==> src/rtl/fspc_pkg.sv <==
// Package with the constants and types of the flash self-program controller.
package fspc_pkg;

  // ********************************************************************
  // Register map
  // ********************************************************************
  // The printed offset is not a multiple of four, so it is a word index.
  localparam logic [11:0] CSR_INDEX = 12'h037;
  localparam logic [11:0] CSR_ADDR = {CSR_INDEX[9:0], 2'b00};
  localparam logic [7:0] CSR_RESET = 8'h00;
  localparam int IRQ_EN_BIT = 7;
  localparam int BUSY_BIT = 6;
  localparam int RES_BIT = 5;
  localparam int REEN_BIT = 4;
  localparam int LOCK_BIT = 3;
  localparam int PROG_BIT = 2;
  localparam int CLEAR_BIT = 1;
  localparam int EN_BIT = 0;

  // ********************************************************************
  // Command patterns of the low five bits
  // ********************************************************************
  localparam logic [4:0] CMD_REENABLE = 5'h11;
  localparam logic [4:0] CMD_LOCK = 5'h09;
  localparam logic [4:0] CMD_PROGRAM = 5'h05;
  localparam logic [4:0] CMD_LOAD = 5'h01;
  localparam logic [4:0] CMD_ERASE = 5'h03;

  // ********************************************************************
  // Timing
  // ********************************************************************
  localparam logic [2:0] SPM_WINDOW_CYC = 3'h4;
  localparam logic [2:0] LPM_WINDOW_CYC = 3'h3;
  localparam logic [15:0] OP_CYCLES = 16'h0050;

  // ********************************************************************
  // Flash geometry
  // ********************************************************************
  localparam int PC_WIDTH = 14;
  localparam int WORD_BITS = 6;
  localparam int PAGE_BITS = 8;
  localparam int BUF_WORDS = 64;
  localparam logic [7:0] RWW_PAGES = 8'hE0;
  localparam logic [13:0] NO_READ_WHILE_WRITE_REGION_START = 14'h3800;
  localparam logic [13:0] FLASH_LAST = 14'h3FFF;
  localparam logic [13:0] BOOT_START_256 = 14'h3F00;
  localparam logic [13:0] BOOT_START_512 = 14'h3E00;
  localparam logic [13:0] BOOT_START_1K = 14'h3C00;
  localparam logic [13:0] BOOT_START_2K = 14'h3800;
  localparam logic [7:0] LOCK_RESET = 8'hFF;

  typedef enum logic [1:0] {FSPC_IDLE, FSPC_ARMED, FSPC_BUSY} fspc_state_t;

endpackage : fspc_pkg

==> src/rtl/fspc_page_buf.sv <==
// Temporary page buffer: one write port and a registered read port.
`timescale 1ns/1ps
module fspc_page_buf (
  input wire logic clk,
  input wire logic we,
  input wire logic [5:0] waddr,
  input wire logic [15:0] wdata,
  input wire logic [5:0] raddr,
  output logic [15:0] rdata_r
);

  logic [15:0] mem [0:fspc_pkg::BUF_WORDS-1];

  always_ff @(posedge clk) begin
    if (we) begin
      mem[waddr] <= wdata;
    end
  end

  // No reset on the array; validity is tracked by the controller.
  always_ff @(posedge clk) begin
    rdata_r <= mem[raddr];
  end

endmodule : fspc_page_buf

==> src/rtl/fspc_ctrl.sv <==
// Flash self-program controller with its control/status register on APB.
// Operation
// - boot size selects boot start, ends 0x3FFF
// - READ_WHILE_WRITE_REGION below 0x3800, NO_READ_WHILE_WRITE_REGION from 0x3800
// - 14-bit counter, bits 5:0 pick word
// - page from pointer 14:7, bit 15 ignored
// - buffer word from pointer 6:1
// - ready interrupt while enable bit clear
// - READ_WHILE_WRITE_REGION operation sets busy, blocks region
// - busy clears on re-enable or buffer load
// - re-enable armed, ignored while operation busy
// - re-enable write aborts fill, discards data
// - lock command writes lock bits from low data
// - lock command self-clears done or timeout
// - load within three cycles reads lock/fuse
// - page program writes buffer to page
// - page program self-clears done or timeout
// - CPU stalled during NO_READ_WHILE_WRITE_REGION erase/program
// - page clear erases page, self-clears
// - plain enable loads word into buffer
// - enable opens four-cycle window, holds busy
// - only five low patterns take effect
`timescale 1ns/1ps
module fspc_ctrl (
  input wire logic CLK,
  input wire logic ARST_N,
  input wire logic PSEL,
  input wire logic PENABLE,
  input wire logic PWRITE,
  input wire logic [11:0] PADDR,
  input wire logic [31:0] PWDATA,
  output logic [31:0] PRDATA,
  output logic PREADY,
  output logic PSLVERR,
  input wire logic SPM_REQ,
  input wire logic LPM_REQ,
  input wire logic [15:0] Z_PTR,
  input wire logic [7:0] LOW_DATA,
  input wire logic [7:0] HIGH_DATA,
  input wire logic GIE,
  input wire logic [1:0] BOOT_SIZE,
  input wire logic [7:0] FUSE_BITS,
  input wire logic [13:0] READ_ADDR,
  input wire logic [5:0] BUF_RADDR,
  output logic [15:0] BUF_RDATA,
  output logic BUF_RVALID,
  output logic READY_IRQ,
  output logic CPU_STALL,
  output logic RWW_BUSY,
  output logic READ_DENIED,
  output logic FLASH_ERASE,
  output logic FLASH_PROGRAM,
  output logic FLASH_BUSY,
  output logic [7:0] FLASH_PAGE,
  output logic LOCK_WRITE,
  output logic [7:0] LOCK_BITS,
  output logic [7:0] LPM_DATA,
  output logic LPM_VALID,
  output logic [13:0] BOOT_START,
  output logic [13:0] APP_END
);

  // ********************************************************************
  // Decoding helpers
  // ********************************************************************
  function automatic logic page_in_rww(input logic [7:0] page);
    page_in_rww = (page < fspc_pkg::RWW_PAGES);
  endfunction : page_in_rww

  function automatic logic legal_cmd(input logic [4:0] low);
    legal_cmd = (low == fspc_pkg::CMD_REENABLE) || (low == fspc_pkg::CMD_LOCK) ||
      (low == fspc_pkg::CMD_PROGRAM) || (low == fspc_pkg::CMD_LOAD) ||
      (low == fspc_pkg::CMD_ERASE);
  endfunction : legal_cmd

  fspc_pkg::fspc_state_t state_r;
  logic [4:0] low_r;
  logic irq_en_r;
  logic busy_r;
  logic [2:0] cyc_r;
  logic [15:0] op_cnt_r;
  logic op_no_read_while_write_region_r;
  logic pready_r;
  logic [fspc_pkg::BUF_WORDS-1:0] fill_valid_r;
  logic [7:0] lock_r;
  logic [7:0] csr_value;
  logic hit;
  logic wr_fire;
  logic wr_cmd_ok;
  logic spm_take;
  logic op_start;
  logic op_done;
  logic load_take;
  logic reen_take;
  logic lock_take;
  logic fill_abort;
  logic [7:0] z_page;
  logic [5:0] z_word;

  // ********************************************************************
  // APB slave
  // ********************************************************************
  assign hit = (PADDR == fspc_pkg::CSR_ADDR);
  assign wr_fire = PSEL && PENABLE && PWRITE && pready_r && hit;
  assign csr_value = {irq_en_r, busy_r, 1'b0, low_r};

  // One wait state keeps PREADY and PRDATA straight from flip-flops.
  always_ff @(posedge CLK or negedge ARST_N) begin
    if (!ARST_N) begin
      pready_r <= 1'b0;
      PRDATA <= 32'h0000_0000;
      PSLVERR <= 1'b0;
    end else begin
      pready_r <= PSEL && PENABLE && !pready_r;
      PSLVERR <= PSEL && PENABLE && !pready_r && !hit;
      if (PSEL && PENABLE && !pready_r && !PWRITE) begin
        PRDATA <= hit ? {24'h00_0000, csr_value} : 32'h0000_0000;
      end
    end
  end
  assign PREADY = pready_r;

  // ********************************************************************
  // Command sequencer
  // ********************************************************************
  assign z_page = Z_PTR[14:7];
  assign z_word = Z_PTR[6:1];
  assign wr_cmd_ok = wr_fire && (state_r != fspc_pkg::FSPC_BUSY) &&
    legal_cmd(PWDATA[4:0]);
  assign spm_take = (state_r == fspc_pkg::FSPC_ARMED) && SPM_REQ && !wr_cmd_ok;
  assign op_start = spm_take && (low_r[fspc_pkg::CLEAR_BIT] || low_r[fspc_pkg::PROG_BIT]);
  assign load_take = spm_take && (low_r == fspc_pkg::CMD_LOAD);
  assign reen_take = spm_take && low_r[fspc_pkg::REEN_BIT];
  assign lock_take = spm_take && low_r[fspc_pkg::LOCK_BIT];
  assign op_done = (state_r == fspc_pkg::FSPC_BUSY) && (op_cnt_r == 16'h0000);

  always_ff @(posedge CLK or negedge ARST_N) begin
    if (!ARST_N) begin
      state_r <= fspc_pkg::FSPC_IDLE;
      low_r <= fspc_pkg::CSR_RESET[4:0];
      cyc_r <= 3'h0;
      op_cnt_r <= 16'h0000;
    end else begin
      case (state_r)
        fspc_pkg::FSPC_IDLE: begin
          if (wr_cmd_ok) begin
            state_r <= fspc_pkg::FSPC_ARMED;
            low_r <= PWDATA[4:0];
            cyc_r <= 3'h0;
          end
        end
        fspc_pkg::FSPC_ARMED: begin
          if (wr_cmd_ok) begin
            low_r <= PWDATA[4:0];
            cyc_r <= 3'h0;
          end else if (op_start) begin
            state_r <= fspc_pkg::FSPC_BUSY;
            op_cnt_r <= fspc_pkg::OP_CYCLES - 16'h0001;
          end else if (spm_take || (cyc_r == fspc_pkg::SPM_WINDOW_CYC - 3'h1)) begin
            state_r <= fspc_pkg::FSPC_IDLE;
            low_r <= 5'h00;
          end else begin
            cyc_r <= cyc_r + 3'h1;
          end
        end
        fspc_pkg::FSPC_BUSY: begin
          if (op_done) begin
            state_r <= fspc_pkg::FSPC_IDLE;
            low_r <= 5'h00;
          end else begin
            op_cnt_r <= op_cnt_r - 16'h0001;
          end
        end
        default: begin
          state_r <= fspc_pkg::FSPC_IDLE;
          low_r <= 5'h00;
        end
      endcase
    end
  end

  // ********************************************************************
  // Status bits and interrupt
  // ********************************************************************
  always_ff @(posedge CLK or negedge ARST_N) begin
    if (!ARST_N) begin
      irq_en_r <= fspc_pkg::CSR_RESET[fspc_pkg::IRQ_EN_BIT];
    end else if (wr_fire) begin
      irq_en_r <= PWDATA[fspc_pkg::IRQ_EN_BIT];
    end
  end

  // The busy flag is set only by an operation start, which cannot share a cycle with a clear.
  always_ff @(posedge CLK or negedge ARST_N) begin
    if (!ARST_N) begin
      busy_r <= fspc_pkg::CSR_RESET[fspc_pkg::BUSY_BIT];
    end else if (op_start && page_in_rww(z_page)) begin
      busy_r <= 1'b1;
    end else if (reen_take || load_take) begin
      busy_r <= 1'b0;
    end
  end

  always_ff @(posedge CLK or negedge ARST_N) begin
    if (!ARST_N) begin
      READY_IRQ <= 1'b0;
      RWW_BUSY <= 1'b0;
      READ_DENIED <= 1'b0;
    end else begin
      READY_IRQ <= irq_en_r && GIE && !low_r[fspc_pkg::EN_BIT];
      RWW_BUSY <= busy_r;
      READ_DENIED <= busy_r && (READ_ADDR < fspc_pkg::NO_READ_WHILE_WRITE_REGION_START);
    end
  end

  // ********************************************************************
  // Flash operation outputs
  // ********************************************************************
  always_ff @(posedge CLK or negedge ARST_N) begin
    if (!ARST_N) begin
      FLASH_ERASE <= 1'b0;
      FLASH_PROGRAM <= 1'b0;
      FLASH_BUSY <= 1'b0;
      FLASH_PAGE <= 8'h00;
      op_no_read_while_write_region_r <= 1'b0;
      CPU_STALL <= 1'b0;
    end else begin
      FLASH_ERASE <= op_start && low_r[fspc_pkg::CLEAR_BIT];
      FLASH_PROGRAM <= op_start && low_r[fspc_pkg::PROG_BIT];
      FLASH_BUSY <= op_start || ((state_r == fspc_pkg::FSPC_BUSY) && !op_done);
      if (op_start) begin
        FLASH_PAGE <= z_page;
        op_no_read_while_write_region_r <= !page_in_rww(z_page);
      end
      CPU_STALL <= (op_start && !page_in_rww(z_page)) ||
        ((state_r == fspc_pkg::FSPC_BUSY) && !op_done && op_no_read_while_write_region_r);
    end
  end

  // ********************************************************************
  // Temporary page buffer
  // ********************************************************************
  assign fill_abort = wr_cmd_ok && (PWDATA[4:0] == fspc_pkg::CMD_REENABLE) &&
    (|fill_valid_r);

  always_ff @(posedge CLK or negedge ARST_N) begin
    if (!ARST_N) begin
      fill_valid_r <= '0;
    end else if (fill_abort || (op_done && low_r[fspc_pkg::PROG_BIT])) begin
      fill_valid_r <= '0;
    end else if (load_take) begin
      fill_valid_r[z_word] <= 1'b1;
    end
  end

  always_ff @(posedge CLK or negedge ARST_N) begin
    if (!ARST_N) begin
      BUF_RVALID <= 1'b0;
    end else begin
      BUF_RVALID <= fill_valid_r[BUF_RADDR];
    end
  end

  fspc_page_buf u_page_buf (
    .clk(CLK),
    .we(load_take),
    .waddr(z_word),
    .wdata({HIGH_DATA, LOW_DATA}),
    .raddr(BUF_RADDR),
    .rdata_r(BUF_RDATA)
  );

  // ********************************************************************
  // Lock bits and readback
  // ********************************************************************
  always_ff @(posedge CLK or negedge ARST_N) begin
    if (!ARST_N) begin
      lock_r <= fspc_pkg::LOCK_RESET;
      LOCK_WRITE <= 1'b0;
      LPM_DATA <= 8'h00;
      LPM_VALID <= 1'b0;
    end else begin
      LOCK_WRITE <= lock_take;
      if (lock_take) begin
        lock_r <= LOW_DATA;
      end
      LPM_VALID <= 1'b0;
      if (LPM_REQ && (state_r == fspc_pkg::FSPC_ARMED) && low_r[fspc_pkg::LOCK_BIT] &&
          (cyc_r < fspc_pkg::LPM_WINDOW_CYC)) begin
        LPM_DATA <= Z_PTR[0] ? lock_r : FUSE_BITS;
        LPM_VALID <= 1'b1;
      end
    end
  end
  assign LOCK_BITS = lock_r;

  // ********************************************************************
  // Boot section bounds
  // ********************************************************************
  always_ff @(posedge CLK or negedge ARST_N) begin
    if (!ARST_N) begin
      BOOT_START <= fspc_pkg::BOOT_START_2K;
      APP_END <= fspc_pkg::BOOT_START_2K - 14'h0001;
    end else begin
      case (BOOT_SIZE)
        2'h3: BOOT_START <= fspc_pkg::BOOT_START_256;
        2'h2: BOOT_START <= fspc_pkg::BOOT_START_512;
        2'h1: BOOT_START <= fspc_pkg::BOOT_START_1K;
        default: BOOT_START <= fspc_pkg::BOOT_START_2K;
      endcase
      case (BOOT_SIZE)
        2'h3: APP_END <= fspc_pkg::BOOT_START_256 - 14'h0001;
        2'h2: APP_END <= fspc_pkg::BOOT_START_512 - 14'h0001;
        2'h1: APP_END <= fspc_pkg::BOOT_START_1K - 14'h0001;
        default: APP_END <= fspc_pkg::BOOT_START_2K - 14'h0001;
      endcase
    end
  end
endmodule : fspc_ctrl

==> config.mk <==
export PLATFORM = sky130hd
export DESIGN_NAME = fspc_ctrl
export DESIGN_NICKNAME = d
export VERILOG_FILES = /design/src/rtl/fspc_pkg.sv /design/src/rtl/fspc_page_buf.sv /design/src/rtl/fspc_ctrl.sv
export SDC_FILE = /design/constraint.sdc
export NUM_CORES = 1
export LEC_CHECK = 0
export BUFFER_PORTS_ARGS = -buffer_cell sky130_fd_sc_hd__buf_2
export CORE_ASPECT_RATIO = 1.25
export CORE_MARGIN = 2
export CORE_UTILIZATION = 45
export DETAILED_ROUTE_END_ITERATION = 8
export SLEW_MARGIN = 15
export SYNTH_ARGS = -nofsm -noshare
export SYNTH_HDL_FRONTEND = slang
export SYNTH_SLANG_ARGS = --single-unit
==> constraint.sdc <==
create_clock -name CLK -period 6.3 [get_ports CLK]
set_clock_uncertainty 0.15 [all_clocks]
set_input_delay 0 -clock CLK [delete_from_list [all_inputs] [get_ports CLK]]
set_output_delay 0 -clock CLK [all_outputs]
set_load 0.02 [all_outputs]
==> results of run 1 <==
-- final timing paths --
| kind | to | cells after the start | startpoint |
|---|---|---|---|
| setup / recovery | u_page_buf.mem[46][11]$_DFFE_PP_ | 9 | PADDR[5] |
| hold / removal | FLASH_ERASE$_DFF_PN0_ | 3 | SPM_REQ |
| setup reg to reg | low_r[4]$_DFFE_PN0P_ | 6 | PREADY$_DFF_PN0_ |
| hold reg to reg | RWW_BUSY$_DFF_PN0_ | 0 | busy_r$_DFFE_PN0P_ |
| max in group asynchronous | fill_valid_r[40]$_DFFE_PN0P_ | 4 | ARST_N |
| min in group asynchronous | APP_END[10]$_DFF_PN1_ | 3 | ARST_N |
-- area by class of cell --
class                      count  area, um2  share of cell area
tap                         1340       1680              0.0307
antenna                        1       2.50           0.0000458
timing repair buffer         371       2830              0.0518
clock inverter                76        947              0.0174
clock buffer                 134       2930              0.0536
sequential                  1182      34600               0.635
multi-input combinational   1096      11500               0.211
inverter                       9       33.8            0.000619
-- metrics by stage --
step	total power, mW	utilization	hold WS (ns)	setup WS [ns]
final	16.4	0.529	0.0987	2.65
after global routing	16.9	0.529	0.119	2.48
after CTS	16.6	0.528	0.0509	2.71
after detailed placement	9.48	0.478	-0.114	2.89
after global placement	9.47	0.478	-0.123	2.92
after floorplan	9.14	-	-0.446	3.04
-- registers in the layout, indices dropped and copies added, names as in the netlist, 2 cells and up --
signal	count
cyc_r	3
u_page_buf.rdata_r	16
fill_valid_r	64
FLASH_PAGE	8
APP_END	4
state_r	2
LPM_DATA	8
BOOT_START	2
low_r	5
LOCK_BITS	8
PRDATA	7
op_cnt_r	16
u_page_buf.mem	1024
-- power groups by stage --
stage          clock network (mW)  logic [mW]  registers, mW
6_report                     7.06       0.824           8.54
4_1_cts                      7.18       0.829           8.54
3_5_place_dp                    0       0.775           8.71
2_1_floorplan                   0       0.420           8.72
3_3_place_gp                    0       0.759           8.71
5_1_grt                      7.47       0.875           8.54
-- cells in the final DEF, fill, tap and decap left out, types with 51 or more instances in the layout --
cell | synthesis | routed
mux2_2 | 73 | 73
mux2i_1 | 51 | 51
nor3_2 | 0 | 60
buf_2 | 49 | 134
a31oi_1 | 65 | 65
dlygate4sd3_1 | 0 | 129
mux4_2 | 255 | 255
buf_4 | 65 | 102
nor2_1 | 114 | 113
edfxtp_1 | 1024 | 1024
o22ai_1 | 58 | 58
clkbuf_16 | 0 | 112
nand2_1 | 58 | 58
dfrtp_1 | 131 | 131
-- layer usage --
layer / vias up / GRT usage / wire [um]
li1: 10546 / - / -
met1: 13180 / 0.284 / 46400
met2: 901 / 0.387 / 60400
met3: 179 / 0.0294 / 6210
met4: 0 / 0.0878 / 4070
met5: - / 0 / 0
-- repair_timing --
item / CTS / global route
gates resized for setup: 0 / 0
endpoints found under the hold margin: 1308 / 6
hold buffers: 129 / 1
-- worst reg2reg max path, delay by kind of cell, from the launching register on --
| family | cells | cell delay, ns |
|---|---|---|
| AOI/OAI and AO/OA | 1 | 0.21 |
| buffers and inverters | 1 | 0.55 |
| DFF | 1 | 0.44 |
| and+or+nand+nor | 4 | 2.07 |
-- cells by family after synthesis --
group | share of synthesized area
multiplexers | 0.152
XOR/XNOR | 0.00244
other | 0.000161
AND/OR/NAND/NOR | 0.0424
flip-flops | 0.742
buffers and inverters | 0.0229
AO/OA/AOI/OAI | 0.0372
adder cells (fa/ha/maj) | 0.00102
==> flow_summary.json, run 1 <==
{
  "crit_chain": "dlygate4sd3_1 -> buf_2 -> nor4bb_1 -> dlygate4sd3_1 -> and3_1 -> a41o_4 -> buf_4 -> nor3_2 -> buf_4",
  "portBuffers": 141,
  "synth_edf_count": 1024,
  "post_cts_buffers": 0,
  "final_cell_count_no_fill": 4209,
  "finalSetupViolations": 0,
  "clk_latency_ns": 0.72,
  "dr_total_vias": 24806,
  "routed_wl_mm": 117,
  "gp_congestion": 0.842,
  "synth_ff_type": "edfxtp_1",
  "first_pass_iters": 7,
  "yosysSeqAreaShare": 0.742,
  "grt_pass1_vias": 26019,
  "cpMaxStageDelayCell": "a41o_4",
  "clock-sinks": 1182,
  "period_share": 0.579,
  "powerDensity_mw_per_mm2": 301,
  "overflow": 0,
  "grtUsageTotal": 0.222,
  "place_hpwl_mm": 67.5,
  "pwr-share-comb": 0.050,
  "placedCellCount": 3868,
  "finalNetCount": 2887,
  "area_growth_pct": 16.9,
  "relSlewSlack": 0.268,
  "drv_slew": 0,
  "cts_root_buffer": "clkbuf_16",
  "hold_viol": 0,
  "async_flop_share": 0.120,
  "cp_top_family": "buffers and inverters",
  "clk_pin_slew_ns": 0.06,
  "die_x_um": 292,
  "num_rows": 132,
  "netSwitchingFraction": 0.212,
  "cp.required_ns": 6.61,
  "ys_top_cells_by_count": "edfxtp_1 (1024), mux4_2 (255), dfrtp_1 (131)",
  "avgSynthCellArea_um2": 19.2,
  "cp.arrival_ns": 3.96,
  "p_seq_frac": 0.520,
  "power_frac_clock": 0.430,
  "end_kind": "register",
  "worst-slew-pin-transition_ns": 1.10,
  "yosysTopAreaCell": "edfxtp_1",
  "grt_antenna_before_repair": 3,
  "num-fill-cells": 7958,
  "cts_tree": "yes",
  "drc_errors": 0,
  "timing_worst_setup_path_type": "input pin to register",
  "synth.distinct_cells": 63,
  "routed_via_density": 5.89,
  "grt_pass1_wl_mm": 172,
  "worst-path-buf-inv": 5,
  "synth_top_area_share": 0.659,
  "pin_count": 226,
  "hp-class": "input pin to register",
  "cts_buffer_depth": 3,
  "fin_area_mm2": 0.0546,
  "cts_made_buffers": 110,
  "drv_cap": 0,
  "initial_core_util": 0.452,
  "fin_tns_setup_ns": 0,
  "placed_area_mm2": 0.0494,
  "die_y_um": 364,
  "h-tree-depth": 3,
  "outcome": "finished clean",
  "wl_per_cell_um": 27.8,
  "synth.area.top_cells": "edfxtp_1 (66%), mux4_2 (12%), dfrtp_1 (7.0%), mux2_2 (1.8%), mux2i_1 (1.1%)",
  "critPathLaunchType": "input pin",
  "netlist_area_mm2": 0.0467,
  "yosysMostFrequentCell": "edfxtp_1",
  "grt_max_degree": 78,
  "cp_max_fo": 35,
  "power.internal_mw": 12.9,
  "rsz0062_at_grt": "false",
  "leakage_nw": 18.6,
  "critPathMaxStageDelay_ns": 0.71,
  "p_sw_mw": 3.49,
  "drive_gt1_frac": 0.295,
  "synthCells": 2437,
  "ant_nets": 0,
  "final.min_clock_period_ns": 3.65,
  "dieArea_mm2": 0.106,
  "first_iter_violations": 2159,
  "ys_seq_elements": 1182,
  "core_mm2": 0.103,
  "reg2reg_slack_ns": 2.83,
  "fmax_mhz": 274,
  "synth_warnings": 0,
  "max-vdd-ir-drop_mv": 0.207
}
No activity file was read; power rests on OpenSTA's default activity.
==> run 2, diff against run 1 <==
==> constraint.sdc (replaced) <==
create_clock -name CLK -period 3.4 [get_ports CLK]
set_clock_uncertainty 0.15 [all_clocks]
set_input_delay 0 -clock CLK [delete_from_list [all_inputs] [get_ports CLK]]
set_output_delay 0 -clock CLK [all_outputs]
set_load 0.02 [all_outputs]
==> run 2 against run 1 <==
  * Worst setup slack worse by 2.4 ns
  * Total power grew 84%
  * Hold slack got worse by 0.015 ns
  * Global-route usage is 0.49 points higher
  * Clock power rose by 80%
  * First-iteration DRC count up 9.7%
  * Final cell count is 1.4% higher
  * Die area unchanged
  * Critical path type unchanged
==> flow_summary.json, run 2 (synthesis results as in run 1) <==
{
  "outcome": "finished clean",
  "largestRegisters": "u_page_buf.mem: 1024 flops, fill_valid_r: 64 flops",
  "cts_buffer_depth": 3,
  "fin_tns_setup_ns": 0,
  "multi_input_area_mm2": 0.0115,
  "timing_worst_setup_path_type": "input pin to register",
  "core_mm2": 0.103,
  "place_hpwl_mm": 73.8,
  "clock-sinks": 1182,
  "drive_gt1_frac": 0.306,
  "hold_viol": 0,
  "clk_latency_ns": 0.71,
  "finalSetupViolations": 0,
  "grtUsageTotal": 0.227,
  "rsz0062_at_grt": "false",
  "portBuffers": 141,
  "dr_total_vias": 25173,
  "worst-slew-pin-transition_ns": 1.14,
  "first_pass_iters": 5,
  "grt_pass1_wl_mm": 176,
  "relSlewSlack": 0.238,
  "grt_antenna_before_repair": 3,
  "grt_pass1_vias": 26231,
  "end_kind": "register",
  "clk_pin_slew_ns": 0.06,
  "final_cell_count_no_fill": 4269,
  "largest_reg_flops": 1024,
  "cts_made_buffers": 111,
  "final.min_clock_period_ns": 3.14,
  "critPathLaunchType": "input pin",
  "final_cell_mix": "edfxtp_1 (1024), mux4_2 (255), buf_4 (154)",
  "die_y_um": 364,
  "dieArea_mm2": 0.106,
  "leakage_nw": 18.8,
  "drc_errors": 0,
  "overflow": 0,
  "cpMaxStageDelayCell": "a41o_4",
  "finalNetCount": 2951,
  "cp.required_ns": 3.66,
  "area_growth_pct": 17.9,
  "placedCellCount": 3932,
  "wl_per_cell_um": 28.1,
  "critPathMaxStageDelay_ns": 0.74,
  "cp_top_family": "buffers and inverters",
  "worst-path-buf-inv": 5,
  "routed_via_density": 5.90,
  "routed_wl_mm": 120,
  "grt_max_degree": 86,
  "cts_root_buffer": "clkbuf_16",
  "num-fill-cells": 7952,
  "cp.arrival_ns": 3.40,
  "gp_congestion": 0.866,
  "final_common_cell": "edfxtp_1",
  "hp-class": "input pin to register",
  "fmax_mhz": 318,
  "crit_path_frequent_cell": "dlygate4sd3_1",
  "cp_max_fo": 43,
  "max-vdd-ir-drop_mv": 0.482,
  "period_share": 0.925,
  "cts_tree": "yes",
  "die_x_um": 292,
  "drv_slew": 0,
  "seq_area_mm2": 0.0346,
  "pin_count": 226,
  "initial_core_util": 0.452,
  "regMostFlops": "u_page_buf.mem",
  "powerDensity_mw_per_mm2": 548,
  "ant_nets": 0,
  "crit_chain": "dlygate4sd3_1 -> buf_2 -> nor4bb_1 -> dlygate4sd3_1 -> and3_1 -> a41o_4 -> buf_12 -> nor3_2 -> buf_4",
  "first_iter_violations": 2369,
  "num_rows": 132,
  "drv_cap": 0,
  "h-tree-depth": 3
}
[run 2: cell types whose count changed in the layout (fill, tap and decap cells not counted), moves of 2 or more]
cell	change
buf_4	+52
buf_12	+13
clkbuf_8	+10
clkbuf_1	+9
bufinv_16	-7
clkinvlp_4	-7
clkinv_8	-4
nor3_2	+4
nor3_4	-4
clkbuf_16	+3
clkinv_2	-3
clkinv_4	-2
[run 2: routing by layer]
layer / GRT usage / wire length, um / part of all wire / up-vias
met5: 0 / 13 / 0.00011 / -
met4: 0.0830 / 3930 / 0.033 / 2
met3: 0.0316 / 6680 / 0.056 / 188
met2: 0.400 / 62600 / 0.52 / 970
met1: 0.287 / 46600 / 0.39 / 13341
li1: - / - / - / 10672
[run 2: report_power, final]
part	internal, mW	switching, mW	total (mW)
Sequential	15.8	0.0119	15.8
Combinational	0.614	1.02	1.64
Clock	7.39	5.30	12.7
[run 2: final timing paths]
path / from / to / slack [ns] / cells after the start
setup / recovery: PADDR[5] / u_page_buf.mem[53][13]$_DFFE_PP_ / 0.26 / 9
hold / removal: Z_PTR[3] / fill_valid_r[38]$_DFFE_PN0P_ / 0.08 / 4
setup reg to reg: op_cnt_r[7]$_DFFE_PN0P_ / low_r[4]$_DFFE_PN0P_ / 0.38 / 6
hold reg to reg: busy_r$_DFFE_PN0P_ / RWW_BUSY$_DFF_PN0_ / 0.30 / 0
max in group asynchronous: ARST_N / fill_valid_r[55]$_DFFE_PN0P_ / 2.31 / 4
min in group asynchronous: ARST_N / APP_END[10]$_DFF_PN1_ / 0.31 / 3
[run 2: area by class of cell]
class | instances | area share
Sequential cell | 1182 | 0.629
Multi-Input combinational cell | 1096 | 0.209
Timing Repair Buffer | 434 | 0.0629
Clock buffer | 156 | 0.0576
Tap cell | 1340 | 0.0305
Clock inverter | 51 | 0.0102
Inverter | 9 | 0.000614
Antenna cell | 1 | 0.0000455
[run 2: metrics by stage]
step	setup WS, ns	area, um2	power (mW)	utilization	hold slack, ns
2_1_floorplan	0.138	46800	16.9	-	-0.446
3_3_place_gp	0.625	50000	17.6	0.484	-0.0140
3_5_place_dp	0.581	50000	17.7	0.484	0.0193
4_1_cts	0.363	55000	30.4	0.533	0.0359
5_1_grt	0.168	55000	31.0	0.533	0.0545
6_report	0.256	55000	30.1	0.533	0.0836
[run 2: worst reg2reg max path, stage by stage (launching register included)]
cell and delay, ns:
dfrtp_1 0.43, or4_4 0.59, or4_4 0.65, nand2_2 0.18, o21ai_2 0.11, a22o_1 0.25, dlygate4sd3_1 0.55
[run 2: what timing repair did]
action,4_1_cts,5_1_grt
buffers inserted,0,0
hold buffers,129,0
gates resized for setup,0,0
endpoints found under the hold margin,913,0
==> run 3, diff against run 2 <==
--- a/config.mk
+++ b/config.mk
@@ -5,11 +5,11 @@
 export SDC_FILE = /design/constraint.sdc
 export NUM_CORES = 1
 export LEC_CHECK = 0
-export BUFFER_PORTS_ARGS = -buffer_cell sky130_fd_sc_hd__buf_2
 export CORE_ASPECT_RATIO = 1.25
 export CORE_MARGIN = 2
 export CORE_UTILIZATION = 45
 export DETAILED_ROUTE_END_ITERATION = 8
+export DONT_BUFFER_PORTS = 1
 export SLEW_MARGIN = 15
 export SYNTH_ARGS = -nofsm -noshare
 export SYNTH_HDL_FRONTEND = slang
==> run 3 against run 2 <==
  * Die area stayed put
  * Global-route usage is 0.39 points lower
  * Via count is 2.7% lower
  * Flip-flop and latch count stayed put
  * Register-to-register slack worse by 0.22 ns
  * Routed wire length is 1.1% lower
  * Final cell count is 4.5% lower
  * Maximum frequency is 5.5% lower
  * Sequential power hardly changed
  * Highest routed layer is now met4
==> flow_summary.json, run 3 (synthesis results as in run 1) <==
{
  "cp.required_ns": 3.83,
  "clk_pin_slew_ns": 0.07,
  "cp_max_fo": 7,
  "gp_congestion": 0.826,
  "powerDensity_mw_per_mm2": 545,
  "h-tree-depth": 3,
  "fin_tns_setup_ns": 0,
  "grt_antenna_before_repair": 5,
  "finalNetCount": 2757,
  "relSlewSlack": 0.315,
  "cts_root_buffer": "clkbuf_16",
  "largestRegisters": "u_page_buf.mem: 1024 flops, fill_valid_r: 64 flops",
  "die_x_um": 292,
  "drc_errors": 0,
  "drv_cap": 0,
  "largest_reg_flops": 1024,
  "cts_tree": "yes",
  "die_y_um": 364,
  "seq_area_mm2": 0.0346,
  "dieArea_mm2": 0.106,
  "critPathLaunchType": "input pin",
  "regMostFlops": "u_page_buf.mem",
  "finalSetupViolations": 0,
  "p_seq_frac": 0.538,
  "netSwitchingFraction": 0.212,
  "grt_pass1_wl_mm": 172,
  "hold_viol": 0,
  "drv_slew": 0,
  "grt_pass1_vias": 25263,
  "p_sw_mw": 6.23,
  "place_hpwl_mm": 64.6,
  "core_mm2": 0.103,
  "min_path_cells": 3,
  "dr_total_vias": 24495,
  "leakage_nw": 18.0,
  "routed_wl_mm": 118,
  "drive_gt1_frac": 0.256,
  "p_total_mw": 29.5,
  "worst-slew-pin-transition_ns": 1.02,
  "power.internal_mw": 23.2,
  "reg2reg_slack_ns": 0.16,
  "wl_per_cell_um": 29.1,
  "final_util": 0.523,
  "routed_via_density": 6.01,
  "max-vdd-ir-drop_mv": 0.432,
  "final_common_cell": "edfxtp_1",
  "timing.hold.ws_ns": 0.0854,
  "final.min_clock_period_ns": 3.33,
  "power_frac_clock": 0.417,
  "num_rows": 132,
  "initial_core_util": 0.452,
  "cp.arrival_ns": 3.75,
  "multi_input_area_mm2": 0.0115,
  "clk_latency_ns": 0.70,
  "fmax_mhz": 301,
  "timing_worst_setup_path_type": "input pin to register",
  "preCtsSetupSlack_ns": 0.569,
  "reg2reg_depth": 7,
  "end_kind": "register",
  "rsz0062_at_grt": "false",
  "cts_buffer_depth": 3,
  "portBuffers": 0,
  "period_share": 0.978,
  "pin_count": 226,
  "cts_made_buffers": 113,
  "grtUsageTotal": 0.223,
  "setup_ws_ns": 0.0748,
  "grt_max_degree": 196,
  "outcome": "finished clean",
  "final_cell_mix": "edfxtp_1 (1024), mux4_2 (255), dfrtp_1 (131), dlygate4sd3_1 (131), clkbuf_16 (115)",
  "area_growth_pct": 15.7,
  "hp-class": "input pin to register",
  "clock-sinks": 1182,
  "first_pass_iters": 5,
  "ant_nets": 0,
  "num-fill-cells": 7958,
  "overflow": 0,
  "first_iter_violations": 2827,
  "pwr-share-comb": 0.045
}
==> run 3: layout make-up <==
cell class | count | share of cell area
antenna | 2 | 0.0000927
clock buffer | 142 | 0.0557
clock inverter | 66 | 0.0106
inverter | 9 | 0.000626
multi-input combinational | 1096 | 0.213
sequential | 1182 | 0.642
tap | 1340 | 0.0311
timing repair buffer | 238 | 0.0474
==> run 3: power groups by stage <==
stage                     logic (mW)  clock network, mW  registers, mW
after global placement         0.786                  0           16.2
after CTS                       1.33               12.5           15.8
after detailed placement       0.787                  0           16.1
after global routing            1.39               13.1           15.8
after floorplan                0.778                  0           16.2
final                           1.33               12.3           15.8
==> run 3: worst max-delay path: stages <==
cell	delay, ns
dlygate4sd3_1	0.56
nor4b_1	0.51
dlygate4sd3_1	0.62
and3_1	0.41
a41oi_2	0.28
nand3_1	0.40
mux2_2	0.38
dlygate4sd3_1	0.58
==> run 3: final timing paths <==
path / from / to
max in group asynchronous: ARST_N / fill_valid_r[13]$_DFFE_PN0P_
hold / removal: Z_PTR[14] / busy_r$_DFFE_PN0P_
setup reg to reg: PREADY$_DFF_PN0_ / fill_valid_r[46]$_DFFE_PN0P_
hold reg to reg: busy_r$_DFFE_PN0P_ / RWW_BUSY$_DFF_PN0_
setup / recovery: PADDR[9] / FLASH_PAGE[7]$_DFFE_PN0P_
min in group asynchronous: ARST_N / FLASH_PAGE[3]$_DFFE_PN0P_
==> run 3: routing by layer <==
layer,vias to the layer above,track usage,share of wire
li1,10286,-,-
met1,13092,0.286,0.39
met2,954,0.389,0.52
met3,163,0.0287,0.059
met4,0,0.0852,0.033
met5,-,0,0
==> run 3: what timing repair did <==
| action | in CTS | in global routing |
|---|---|---|
| setup endpoints to repair | 0 | 6 |
| buffers inserted | 0 | 0 |
| hold endpoints to repair | 2347 | 1 |
| gates resized for setup | 0 | 2 |
| hold buffers | 152 | 1 |
==> run 3: stage by stage <==
stage	cell area, um2	instances
2_1_floorplan	46800	2481
3_3_place_gp	48500	3712
3_5_place_dp	48500	3712
4_1_cts	54000	4072
5_1_grt	54000	4074
6_report	54000	4075
